File: src/inc/msbb_consts.vh
`ifndef MSBB_CONSTS_VH
`define MSBB_CONSTS_VH

// Clock period in picoseconds (40 MHz)
`define MSBB_CLK_PS          25000
// Glitch reject width, ns
`define MSBB_GLITCH_NS       50
// Filter cycles: ceil(50 ns / 25 ns) + 1 so a 50 ns spike never passes
`define MSBB_FILT_CYC        ((`MSBB_GLITCH_NS * 1000 + `MSBB_CLK_PS - 1) / `MSBB_CLK_PS + 1)
`define MSBB_FILT_W          3
// Slow clock low time that forces recovery, ns (1 us)
`define MSBB_RECOVER_NS      1000
`define MSBB_RECOVER_CYC     ((`MSBB_RECOVER_NS * 1000 + `MSBB_CLK_PS - 1) / `MSBB_CLK_PS)
`define MSBB_RECOVER_W       7
// Fast-mode bus free time, ns (1.3 us)
`define MSBB_BUF_NS          1300
`define MSBB_BUF_CYC         ((`MSBB_BUF_NS * 1000) / `MSBB_CLK_PS)
// Controller code: upper five bits 00001 mean high-speed entry
`define MSBB_HS_CODE_HI      5'h01
`define MSBB_BITS_PER_BYTE   4'h8

`endif

File: src/hw/msbb_bridge.v
// How it works
// No code seen: stay joined, open-drain only
// Enter after START, code, not-acknowledge
// Recognise code won or lost
// Open data switch, then pull down
// Open clock switch once both clocks high
// Hold slow lines ready for STOP
// Current source off after each acknowledge bit
// Others may stretch high-speed clock low
// Slow clock held low closes bridge
// Current source off on high-speed STOP
// Close clock switch, release pull-down
// Close data switch after slow data high
// Reconnect within Fast-mode bus free time
// Act fast, meet Fast-mode slow timing
// Devices keep up or stretch clock
// Filter glitches up to 50 ns
// Reserved code keeps bridge closed
// Reset leaves bridge closed, pull-down released
// Bus free time at least 1.3 us
// Sample lines, detect START, STOP, code
// Count slow clock low for recovery
`timescale 1ns/1ps
`default_nettype none
`include "msbb_consts.vh"

module msbb_bridge (
    input  wire mclk,
    input  wire rstn,
    input  wire hs_data_line,
    input  wire hs_clock_line,
    input  wire slow_data_line,
    input  wire slow_clock_line,
    output reg  data_pass_switch,
    output reg  clock_pass_switch,
    output reg  data_pulldown,
    output reg  clock_current_source,
    output reg  hs_active,
    output reg  recover_event
);
    // Switch outputs: 1 means transistor on, lines joined
    localparam [5:0] ST_FS    = 6'h01;
    localparam [5:0] ST_SPLIT = 6'h02;
    localparam [5:0] ST_WAITH = 6'h04;
    localparam [5:0] ST_HS    = 6'h08;
    localparam [5:0] ST_EXIT  = 6'h10;
    localparam [5:0] ST_REJN  = 6'h20;

    wire hsd;
    wire hsc;
    wire sld;
    wire slc;

    // filtered inputs
    msbb_filter u_f_hsd (.mclk(mclk), .rstn(rstn), .line_in(hs_data_line),    .line_out(hsd));
    msbb_filter u_f_hsc (.mclk(mclk), .rstn(rstn), .line_in(hs_clock_line),   .line_out(hsc));
    msbb_filter u_f_sld (.mclk(mclk), .rstn(rstn), .line_in(slow_data_line),  .line_out(sld));
    msbb_filter u_f_slc (.mclk(mclk), .rstn(rstn), .line_in(slow_clock_line), .line_out(slc));

    reg [5:0]                  state;
    reg                        hsd_q;
    reg                        hsc_q;
    reg [3:0]                  bit_cnt;
    reg [7:0]                  shreg;
    reg                        code_ok;
    reg [`MSBB_RECOVER_W-1:0]  low_cnt;

    // condition and edge detection on the high-speed pair
    wire start_det = hsc && hsc_q && hsd_q && !hsd;
    wire stop_det  = hsc && hsc_q && !hsd_q && hsd;
    wire sclk_rise = hsc && !hsc_q;
    wire sclk_fall = !hsc && hsc_q;
    // full recovery time counted
    wire recover   = (low_cnt == `MSBB_RECOVER_CYC);

    always @(posedge mclk) begin
        if (!rstn) begin
            hsd_q <= 1'b1;
            hsc_q <= 1'b1;
            low_cnt <= {`MSBB_RECOVER_W{1'b0}};
        end else begin
            hsd_q <= hsd;
            hsc_q <= hsc;
            // slow clock low counter
            if (slc) begin
                low_cnt <= {`MSBB_RECOVER_W{1'b0}};
            end else if (!recover) begin
                low_cnt <= low_cnt + 1'b1;
            end
        end
    end

    always @(posedge mclk) begin
        if (!rstn) begin
            // start closed and released
            state                <= ST_FS;
            bit_cnt              <= 4'h0;
            shreg                <= 8'h00;
            code_ok              <= 1'b0;
            data_pass_switch     <= 1'b1;
            clock_pass_switch    <= 1'b1;
            data_pulldown        <= 1'b0;
            clock_current_source <= 1'b0;
            hs_active            <= 1'b0;
            recover_event        <= 1'b0;
        end else begin
            recover_event <= 1'b0;
            if (recover && state != ST_FS) begin
                // recovery closes bridge
                state                <= ST_FS;
                data_pass_switch     <= 1'b1;
                clock_pass_switch    <= 1'b1;
                data_pulldown        <= 1'b0;
                clock_current_source <= 1'b0;
                hs_active            <= 1'b0;
                code_ok              <= 1'b0;
                recover_event        <= 1'b1;
            end else begin
                case (state)
                ST_FS: begin
                    // joined, source off
                    data_pass_switch     <= 1'b1;
                    clock_pass_switch    <= 1'b1;
                    data_pulldown        <= 1'b0;
                    clock_current_source <= 1'b0;
                    // watch bus regardless of arbitration outcome
                    if (start_det || stop_det) begin
                        bit_cnt <= 4'h0;
                        code_ok <= 1'b0;
                    end else if (sclk_rise && bit_cnt < `MSBB_BITS_PER_BYTE) begin
                        // follows any bit rate with clock phases of 3 cycles (75 ns) or more
                        shreg   <= {shreg[6:0], hsd};
                        bit_cnt <= bit_cnt + 1'b1;
                    end else if (sclk_rise && bit_cnt == `MSBB_BITS_PER_BYTE) begin
                        bit_cnt <= bit_cnt + 1'b1;
                        // code then not-acknowledge
                        // reserved codes fail this match and stay joined
                        code_ok <= code_ok && hsd;
                    end else if (sclk_fall && bit_cnt == `MSBB_BITS_PER_BYTE) begin
                        code_ok <= (shreg[7:3] == `MSBB_HS_CODE_HI);
                    end else if (sclk_fall && code_ok
                                 && bit_cnt == `MSBB_BITS_PER_BYTE + 4'h1) begin
                        // Split with the clock low: pulling slow data down
                        // while its clock is high would form a START there
                        state <= ST_SPLIT;
                    end
                end
                ST_SPLIT: begin
                    // one cycle per step
                    // open data switch first
                    data_pass_switch <= 1'b0;
                    state            <= ST_WAITH;
                end
                ST_WAITH: begin
                    // then pull down slow data
                    data_pulldown <= 1'b1;
                    // both clocks high
                    if (hsc && slc) begin
                        clock_pass_switch    <= 1'b0;
                        clock_current_source <= 1'b1;
                        hs_active            <= 1'b1;
                        state                <= ST_HS;
                        bit_cnt              <= 4'h0;
                    end
                end
                ST_HS: begin
                    // slow clock floats high, data held low
                    if (stop_det) begin
                        // source off at STOP
                        // close clock switch, release pull-down
                        clock_current_source <= 1'b0;
                        clock_pass_switch    <= 1'b1;
                        data_pulldown        <= 1'b0;
                        hs_active            <= 1'b0;
                        state                <= ST_EXIT;
                    end else if (start_det) begin
                        bit_cnt <= 4'h0;
                    end else if (sclk_rise) begin
                        // source back on once clock high
                        bit_cnt              <= bit_cnt + 1'b1;
                        clock_current_source <= 1'b1;
                    end else if (sclk_fall && bit_cnt == `MSBB_BITS_PER_BYTE + 4'h1) begin
                        // source off after answer bit
                        // Off lets any device stretch the low phase
                        bit_cnt              <= 4'h0;
                        clock_current_source <= 1'b0;
                    end
                end
                ST_EXIT: begin
                    // close data only once slow data high
                    // lines rise in pull-up time, well inside bus free time
                    // free time kept whole
                    if (sld) begin
                        data_pass_switch <= 1'b1;
                        bit_cnt          <= 4'h0;
                        state            <= ST_FS;
                    end
                end
                default: begin
                    state <= ST_FS;
                end
                endcase
            end
        end
    end
endmodule // msbb_bridge

`default_nettype wire

File: src/hw/msbb_filter.v
`timescale 1ns/1ps
`default_nettype none
`include "msbb_consts.vh"

// Two-flop synchroniser followed by a stability filter on one line
module msbb_filter (
    input  wire mclk,
    input  wire rstn,
    input  wire line_in,
    output reg  line_out
);
    reg                      sync_a;
    reg                      sync_b;
    reg [`MSBB_FILT_W-1:0]   stable_cnt;

    always @(posedge mclk) begin
        if (!rstn) begin
            sync_a     <= 1'b1;
            sync_b     <= 1'b1;
            stable_cnt <= {`MSBB_FILT_W{1'b0}};
            line_out   <= 1'b1;
        end else begin
            sync_a <= line_in;
            sync_b <= sync_a;
            // reject short spikes
            if (sync_b == line_out) begin
                stable_cnt <= {`MSBB_FILT_W{1'b0}};
            end else if (stable_cnt == `MSBB_FILT_CYC - 1) begin
                stable_cnt <= {`MSBB_FILT_W{1'b0}};
                line_out   <= sync_b;
            end else begin
                stable_cnt <= stable_cnt + 1'b1;
            end
        end
    end
endmodule // msbb_filter

`default_nettype wire

File: config.mk
export PLATFORM = sky130hd
export DESIGN_NAME = msbb_bridge
export DESIGN_NICKNAME = d
export VERILOG_FILES = /design/src/hw/msbb_bridge.v /design/src/hw/msbb_filter.v
export VERILOG_INCLUDE_DIRS = /design/src /design/src/inc
export SDC_FILE = /design/constraint.sdc
export NUM_CORES = 1
export LEC_CHECK = 0
export BUFFER_PORTS_ARGS = -buffer_cell sky130_fd_sc_hd__buf_2
export CORE_MARGIN = 2
export CORE_UTILIZATION = 44
export CTS_CLUSTER_DIAMETER = 100
export CTS_CLUSTER_SIZE = 8
export DETAILED_ROUTE_END_ITERATION = 16
export GPL_ROUTABILITY_DRIVEN = 0
export REMOVE_ABC_BUFFERS = 1
export SKIP_LAST_GASP = 1
export SLEW_MARGIN = 10
export SYNTH_ARGS = -nofsm -noshare
export SYNTH_HDL_FRONTEND = slang
export SYNTH_SLANG_ARGS = --single-unit
File: constraint.sdc
create_clock -name mclk -period 3.5 [get_ports mclk]
set_input_delay 0.525 -clock mclk [delete_from_list [all_inputs] [get_ports mclk]]
set_output_delay 0.525 -clock mclk [all_outputs]
set_load 0.01 [all_outputs]
# Word level (Yosys, flattened, before mapping)

Cells that the tools add are included.

Bits in registers: 58
Input bits: 6
Output and inout port bits: 6
Word-level logic and storage cells: 158

Bitwise gates (word level): 7
Order comparisons: 1
Equal/unequal tests: 32
Reductions and logical operators: 45
Mux-type cells: 38
$add $sub $neg: 6

Operators by type and width:

| kind                                                             | number |
|---|---|
| 6-bit 2-to-1 mux                                                 | 8 |
| 4-bit 2-to-1 mux                                                 | 9 |
| 6-bit one-hot mux with 5 select lines                            | 1 |
| 2-bit inequality test (second input constant)                    | 9 |
| 1-bit logical AND                                                | 16 |
| 4-bit one-hot mux with 4 select lines                            | 1 |
| 1-bit 2-to-1 mux                                                 | 14 |
| 3-bit by 1-bit adder with 3-bit output (second input constant)   | 4 |
| 3-bit by 2-bit == test with 1-bit output (second input constant) | 4 |
| 4-bit inequality test (second input constant)                    | 3 |
| 1-bit one-hot mux with 3 select lines                            | 4 |
| 2-bit AND reduction                                              | 6 |
| 3-bit OR reduction                                               | 4 |
| 3-bit AND reduction                                              | 3 |
| 3-bit nonzero test                                               | 3 |
| 4-bit == test (second input constant)                            | 2 |
| 4-bit AND reduction                                              | 2 |
| 8-bit AND reduction                                              | 1 |
| 7-bit by 1-bit adder with 7-bit output (second input constant)   | 1 |
| 7-bit by 6-bit == test with 1-bit output (second input constant) | 1 |
| 1-bit inverter                                                   | 7 |
| 7-bit AND reduction                                              | 1 |
| 6-bit by 1-bit == test with 1-bit output (second input constant) | 1 |
| 6-bit by 2-bit == test with 1-bit output (second input constant) | 1 |
| other kinds (16)                                                 | 23 |

# Logic depth before layout (Yosys ltp)

Gate-level depths: netlist (run 1).

Depth in word-level cells: 10
Depth in mapped cells: 8

# Cells and area by module

A second synthesis (run 1) with hierarchy kept.

Cells, all modules: 284
Area total of the unflattened synthesis: 2713.9 µm²

Modules (own cells, without submodules):

| module      | area each (µm²) | instances | cells each | sequential area each (µm²) |
|---|---|---|---|---|
| msbb_bridge | 1752.9          | 1         | 196        | 660.6 |
| msbb_filter | 240.2           | 4         | 22         | 120.1 |

# Least setup slack after synthesis (run 1)

Ideal clock, no wire load.

Path type: reg-to-reg
From: register low_cnt[0]
To: register bit_cnt[3]
Library setup time: 125 ps
Path slack: 1745 ps
Arrival time: 1631 ps
Cell stages (with the launch flop): 9
Data required time: 3375 ps
Cells stage by stage: dfxtp_1 > inv_1 > ha_1 > nand4b_1 > nor3_1 > a211o_1 > nor4_4 > a21boi_1 > o32ai_2

Word-level cells in the longest chain between the ends: 4

Ends and longest elaborated chain:

| item                                               | RTL line          | text |
|---|---|---|
| from (decl)                                        | msbb_bridge.v:66  | `` reg [`MSBB_RECOVER_W-1:0] low_cnt; `` |
| from (signal assigned)                             | msbb_bridge.v:80  | `` low_cnt <= {`MSBB_RECOVER_W{1'b0}}; `` |
| from (signal assigned)                             | msbb_bridge.v:86  | `` low_cnt <= {`MSBB_RECOVER_W{1'b0}}; `` |
| from (signal assigned)                             | msbb_bridge.v:88  | `low_cnt <= low_cnt + 1'b1;` |
| 7-bit by 6-bit == test with 1-bit output (no line) | --                |  |
| 1-bit logical AND                                  | msbb_bridge.v:108 | `if (recover && state != ST_FS) begin` |
| 1-bit inverter (no line)                           | --                |  |
| 7-bit AND reduction (no line)                      | --                |  |
| to (signal assigned)                               | msbb_bridge.v:133 | `bit_cnt <= bit_cnt + 1'b1;` |
| to (signal assigned)                               | msbb_bridge.v:135 | `bit_cnt <= bit_cnt + 1'b1;` |
| to (signal assigned)                               | msbb_bridge.v:180 | `bit_cnt <= bit_cnt + 1'b1;` |
| to (decl)                                          | msbb_bridge.v:63  | `reg [3:0] bit_cnt;` |

No other way between the ends.
A chain may end at the register's enable or synchronous reset.

# Worst setup path after layout (run 1)

From: register state[2]
To: register bit_cnt[2]

Word-level cells in the longest chain between the ends: 4

Ends and longest elaborated chain:

| item                                                        | RTL line          | text |
|---|---|---|
| from (decl)                                                 | msbb_bridge.v:60  | `reg [5:0] state;` |
| from (signal assigned)                                      | msbb_bridge.v:96  | `state <= ST_FS;` |
| from (signal assigned)                                      | msbb_bridge.v:110 | `state <= ST_FS;` |
| from (signal assigned)                                      | msbb_bridge.v:145 | `state <= ST_SPLIT;` |
| branches (longest 4 deep; another with 7-bit AND reduction) | --                |  |

Parallel ways; which one is timed is not known.

==> results.toml, run 1 <==
[run_status]
outcome = "completed"

[die]
rows = 28
io_pins = 12
die_w_um = 83.1
dieArea_mm2 = 0.00690
initial_core_util_pct = 45.9
core_region_area_mm2 = 0.00599
die_y_um = 83.1

[sta]
fin_skew_ps = 4.61
maxSlewHeadroom_pct = 54.8
hold_viol_final = 0
rsz0062_at_grt = "false"
slew_violations = 0
min_period_ps = 2030
period_share_pct = 58.0
final.setup.tns_ps = 0
timing.fmax_mhz = 493
setup_slack_ps = 1470
worst_slew_pin_slew_ps = 672
setup_viol = 0

[flow_run]
max_cap_viol_count = 0

[cts]
ctsLongestPathBuffers = 2
clk_pin_slew_worst_paths_ps = 60
postCtsHoldBufs = 0
post_cts_buffers = 0
numCtsBuffers = 9
htree_levels = 3
cts_root_buf = "clkbuf_8"
insertion_delay_ps = 340
cts.repair.resized = 0
cts.sink_count = 57
cts_tree = "built"

[place]
dp_worst_setup_slack_ps = 1490
dpl.hpwl_mm = 3.33
io_buffers = 11

[global_routing]
use_met1_pct = 18.7
use_met3_pct = 4.87
grt_usage_pct = 14.8
busiest_layer = "met2"
grt_pass1_vias = 1841
grt_remaining_overflow = 0
grt_max_degree = 28
antenna_found_initial = 0
grt_util_met2_pct = 22.2
grt_first_pass_wirelength_mm = 8.29

[final_layout]
fin_nets = 329
n_antenna_cell = 0
syn_to_final_growth_pct = 11.3
final_util_pct = 51.1
drive_gt1_share_pct = 12.7

[min_path]
min_path_type = "primary input to flip-flop"
hold_start = "slow_data_line"

[detailed_routing]
drt_wl_total_mm = 4.78
wire_per_inst_um = 12.3
remaining_drc_errors = 0
antenna_left = 0
via_per_inst = 5.22
dr_total_vias = 2036
drt_iter0_drc = 87
first_pass_iters = 4

[synth]
ys_ff_latch = 57
postSynth.asyncResetShare_pct = 0
synth_top_flop_cell = "dfxtp_1"
synth_fa_ha_area_share_pct = 5.91
synth_simple_gate_area_share_pct = 26.7
synth-seq-area-share_pct = 41.5
synth_area_mm2 = 0.00275
synth_cell_types = 53
avgSynthCellArea_um2 = 9.08
synth-xor-area-share_pct = 4.46
synth_edf_count = 0
synth_top_family_by_area = "simple AND/OR/NAND/NOR gates"
synth_compound_area_share_pct = 9.83
synthMuxAreaShare_pct = 6.55
yosys_warnings = 0
synth_cells = 303

[pwr]
leakage_uw = 0.00122
irDropWorstVdd_mv = 0.328
total_power_uw = 1430
power_density_mw_per_mm2 = 466

[setup_path]
critPathRequiredTime_ps = 3720
cp-startpoint = "state[2]"
worstSetupEndpointType = "flip-flop"
startpoint_type = "flip-flop"
critical_path_class = "flip-flop to flip-flop"
arrival_ps = 2250
cp_max_fo = 17
timing.rr.start = "state[2]"
[synthesized netlist by cell type, drive strengths merged (2+ instances only)]
cell type / instances / area, µm²
a21boi: 2 / 15.0
o32ai: 2 / 32.5
nand2: 18 / 70.1
mux2i: 18 / 180
and3: 8 / 55.1
a32oi: 2 / 17.5
or3: 2 / 12.5
nor2: 42 / 170
xor2: 9 / 78.8
xnor2: 5 / 43.8
inv: 15 / 56.3
a21oi: 10 / 50.1
clkbuf: 4 / 15.0
nand3: 10 / 55.1
nand4b: 4 / 35.0
a31oi: 2 / 12.5
nand4: 2 / 12.5
buf: 11 / 67.6
nor4: 4 / 40.0
ha: 13 / 163
and2b: 2 / 15.0
dfxtp: 57 / 1140
nand2b: 19 / 119
nand3b: 4 / 30.0
nor3: 5 / 25.0
o21ai: 5 / 25.0
a211oi: 2 / 15.0
or2: 4 / 25.0
nor2b: 6 / 37.5
[area by class of cell]
cell class / count / area (µm²)
fill: 583 / 2930
multi-input combinational: 216 / 1470
sequential: 57 / 1140
clock buffer: 11 / 141
clock inverter: 5 / 103
tap: 75 / 93.8
inverter: 15 / 56.3
timing repair buffer: 11 / 55.1
[metal layers]
| metal | wire length (µm) | vias up |
|---|---|---|
| met5 | 0 | - |
| met4 | 64 | 0 |
| met3 | 176 | 7 |
| met2 | 2170 | 23 |
| met1 | 2370 | 950 |
| li1 | - | 1056 |
[critical path, cell delays in order, from the launching register on]
cell      delay [ps]
dfxtp_1          690
or3b_1           230
nor4_1            60
a211o_1          320
nor4_4           280
a21boi_1         220
o22ai_1          110
[placed cells by master, fill, tap and decap left out, types with 10 or more instances in the layout]
| master | netlist | routed |
|---|---|---|
| nand2b_1 | 19 | 19 |
| buf_2 | 9 | 11 |
| nor2_1 | 39 | 39 |
| clkbuf_8 | 0 | 10 |
| inv_1 | 15 | 15 |
| a21oi_1 | 10 | 10 |
| dfxtp_1 | 57 | 57 |
| nand2_1 | 17 | 17 |
| ha_1 | 13 | 13 |
| mux2i_1 | 18 | 18 |
[where the power goes]
part | switching, µW | internal, µW
Combinational | 13.0 | 7.22
Sequential | 2.56 | 655
Clock | 257 | 491
[metrics by stage]
| stage | area, µm² | hold slack, ps | instances |
|---|---|---|---|
| 2_1_floorplan | 2670 | 386 | 288 |
| 3_3_place_gp | 2820 | 388 | 374 |
| 3_5_place_dp | 2820 | 396 | 374 |
| 4_1_cts | 3060 | 346 | 390 |
| 5_1_grt | 3060 | 352 | 390 |
| 6_report | 3060 | 362 | 390 |
[final timing paths]
check                   endpoint  slack, ps  cells past startpoint
setup / recovery      bit_cnt[2]       1470                      6
hold / removal    u_f_sld.sync_a        360                      2
setup reg to reg      bit_cnt[2]       1470                      6
hold reg to reg   u_f_slc.sync_b        410                      1
[sequential cells by signal (all words and copies together) (netlist names), 3 cells and up]
name	count
shreg	8
low_cnt	7
u_f_hsd.stable_cnt	3
u_f_slc.stable_cnt	3
u_f_hsc.stable_cnt	3
state	5
u_f_sld.stable_cnt	3
bit_cnt	4
[kinds of logic (layout without fill, tap and decap cells)]
logic type,Yosys count,after routing
AND/OR/NAND/NOR,134,134
buffers and inverters,30,42
XOR/XNOR,14,14
AO/OA/AOI/OAI,37,37
multiplexers,18,18
flip-flops,57,57
adder cells (fa/ha/maj),13,13
Power figures use the tool's default switching activity.
==> inputs of run 2 (changes only) <==
Clock period 3.5 ns to 1.6 ns, I/O delays scaled along.
==> run 2 against run 1 <==
The flow now finishes with violations (setup timing). Sequential share of layout area is 6.0 points lower. Hold slack worse by 280 ps. Fmax increased by 16%. Core utilization is 11 points higher. Flip-flop and latch count unchanged. Clock skew up 2.7 ps. Sequential power increased by 120%. Power rose by 98%. Global-route usage rose by 2.9 points. Register-to-register slack got worse by 1600 ps. Critical path type unchanged. Largest power group is now sequential cells.
==> results.toml, run 2 (same netlist as run 1, synthesis figures left out) <==
[sta]
worst_slew_pin_slew_ps = 323
maxSlewHeadroom_pct = 78.5
period_share_pct = 109
setup_viol = 17
hold_viol_final = 0
rsz0062_at_grt = "true"
fin_skew_ps = 7.32
setup_slack_ps = -145
timing.fmax_mhz = 573
slew_violations = 0
min_period_ps = 1740
final.setup.tns_ps = -899

[pwr]
total_power_uw = 2820
switching_share_pct = 22.8
combPwrFrac_pct = 2.0
power_density_mw_per_mm2 = 755
clkPwrFrac_pct = 47.4
leakage_uw = 0.00158
intPower_uw = 2180
switchingPower_uw = 645
seq_power_share_pct = 50.6
irDropWorstVdd_mv = 0.682

[final_layout]
n_antenna_cell = 0
ff_latch_area_mm2 = 0.00117
drive_gt1_share_pct = 38.8
largest_register_ffs = 8
final_common_cell = "buf_4"
syn_to_final_growth_pct = 35.9
fin_nets = 398
final_util_pct = 62.4
fin_cells = 459
most-common-layout-cells = "buf_4, dfxtp_1, nor2_1, nand2b_1, mux2i_1"
num-fill-cells = 509
multi_input_area_mm2 = 0.00162
largestRegisters = "shreg (8), low_cnt (7), state (5)"
regMostFlops = "shreg"

[die]
die_y_um = 83.1
rows = 28
io_pins = 12
die_w_um = 83.1
core_region_area_mm2 = 0.00599
initial_core_util_pct = 45.9
dieArea_mm2 = 0.00690

[detailed_routing]
dr_total_vias = 2321
wire_per_inst_um = 12.7
remaining_drc_errors = 0
first_pass_iters = 4
antenna_left = 0
drt_wl_total_mm = 5.84
drt_iter0_drc = 114
via_per_inst = 5.06

[global_routing]
grt_pass1_vias = 2248
antenna_found_initial = 0
grt_usage_pct = 17.7
grt_remaining_overflow = 0
grt_max_degree = 15
grt_first_pass_wirelength_mm = 9.94

[run_status]
outcome = "finished, violations left"
violations = "setup timing"

[setup_path]
startpoint_type = "flip-flop"
worstSetupEndpointType = "flip-flop"
r2r.worst_path.cells = 7
arrival_ps = 2010
critPathRequiredTime_ps = 1860
critical_path_class = "flip-flop to flip-flop"
cp_max_fo = 7

[cts]
cts_tree = "built"
cts_root_buf = "clkbuf_8"
numCtsBuffers = 9
ctsLongestPathBuffers = 2
htree_levels = 3
clk_pin_slew_worst_paths_ps = 70
insertion_delay_ps = 330
cts.sink_count = 57

[min_path]
min_path_type = "primary input to flip-flop"
hold_depth = 2

[place]
dpl.hpwl_mm = 4.13
io_buffers = 11
dp_cells = 433
dp_worst_setup_slack_ps = -213

[flow_run]
max_cap_viol_count = 0
==> run 2: cell count changes in the layout (fill, tap and decap cells not counted), moves of 3 or more <==
cell,previous run,this run
buf_4,0,64
dfxtp_1,57,46
dfxtp_4,0,5
buf_6,0,5
dfxtp_2,0,6
inv_1,15,12
a21oi_2,0,3
nor3_1,5,0
nor3_2,0,5
a21oi_1,10,7
==> run 2: layout make-up <==
type                       count  share of cell area [%]
clock buffer                   9                    3.32
clock inverter                 7                    2.08
inverter                      15                    1.57
multi-input combinational    216                    43.4
sequential                    57                    31.2
tap                           75                    2.51
timing repair buffer          80                    15.8
==> run 2: path summary, 6_finish.rpt <==
| path | from | end | slack (ps) |
|---|---|---|---|
| worst max-delay path | state[2] | bit_cnt[2] | -140 |
| worst min-delay path | hs_clock_line | u_f_hsc.sync_a | 80 |
| worst max register to register | state[2] | bit_cnt[2] | -140 |
| worst min register to register | u_f_hsd.sync_a | u_f_hsd.sync_b | 410 |
==> run 2: what timing repair did <==
| item | in CTS | in global routing |
|---|---|---|
| gates resized for setup | 31 | 27 |
| pin swaps | 10 | 16 |
| endpoints found under the setup margin | 23 | 23 |
| buffers inserted | 6 | 7 |
| hold buffers | 0 | 0 |
==> run 2: worst max-delay path, stage by stage (launching register included) <==
cell and delay (ps):
dfxtp_4 360, or3b_4 410, nor4_4 220, a211o_1 180, nor4_4 40, buf_4 160, a21boi_2 150, o22ai_1 150
==> run 2: per-layer routing <==
| metal | routed length, µm | GRT usage (%) |
|---|---|---|
| met2 | 2690 | 28.8 |
| met5 | 0 | 0 |
| met3 | 188 | 5.37 |
| met1 | 2830 | 22.1 |
| met4 | 125 | 6.56 |
==> run 2: per-stage QoR <==
| stage | area [µm²] | hold slack, ps |
|---|---|---|
| 5_1_grt | 3740 | 69.2 |
| 2_1_floorplan | 2670 | 302 |
| 4_1_cts | 3620 | 65.9 |
| 6_report | 3740 | 83.4 |
| 3_3_place_gp | 3260 | 390 |
| 3_5_place_dp | 3260 | 396 |
==> run 2: power groups by stage <==
stage                     combinational, µW  clock, µW  sequential, µW
after floorplan                        23.6          0            1470
after global placement                 54.6          0            1470
after detailed placement               55.9          0            1470
after CTS                              57.0       1380            1430
after global routing                   64.3       1450            1430
final                                  57.2       1340            1430
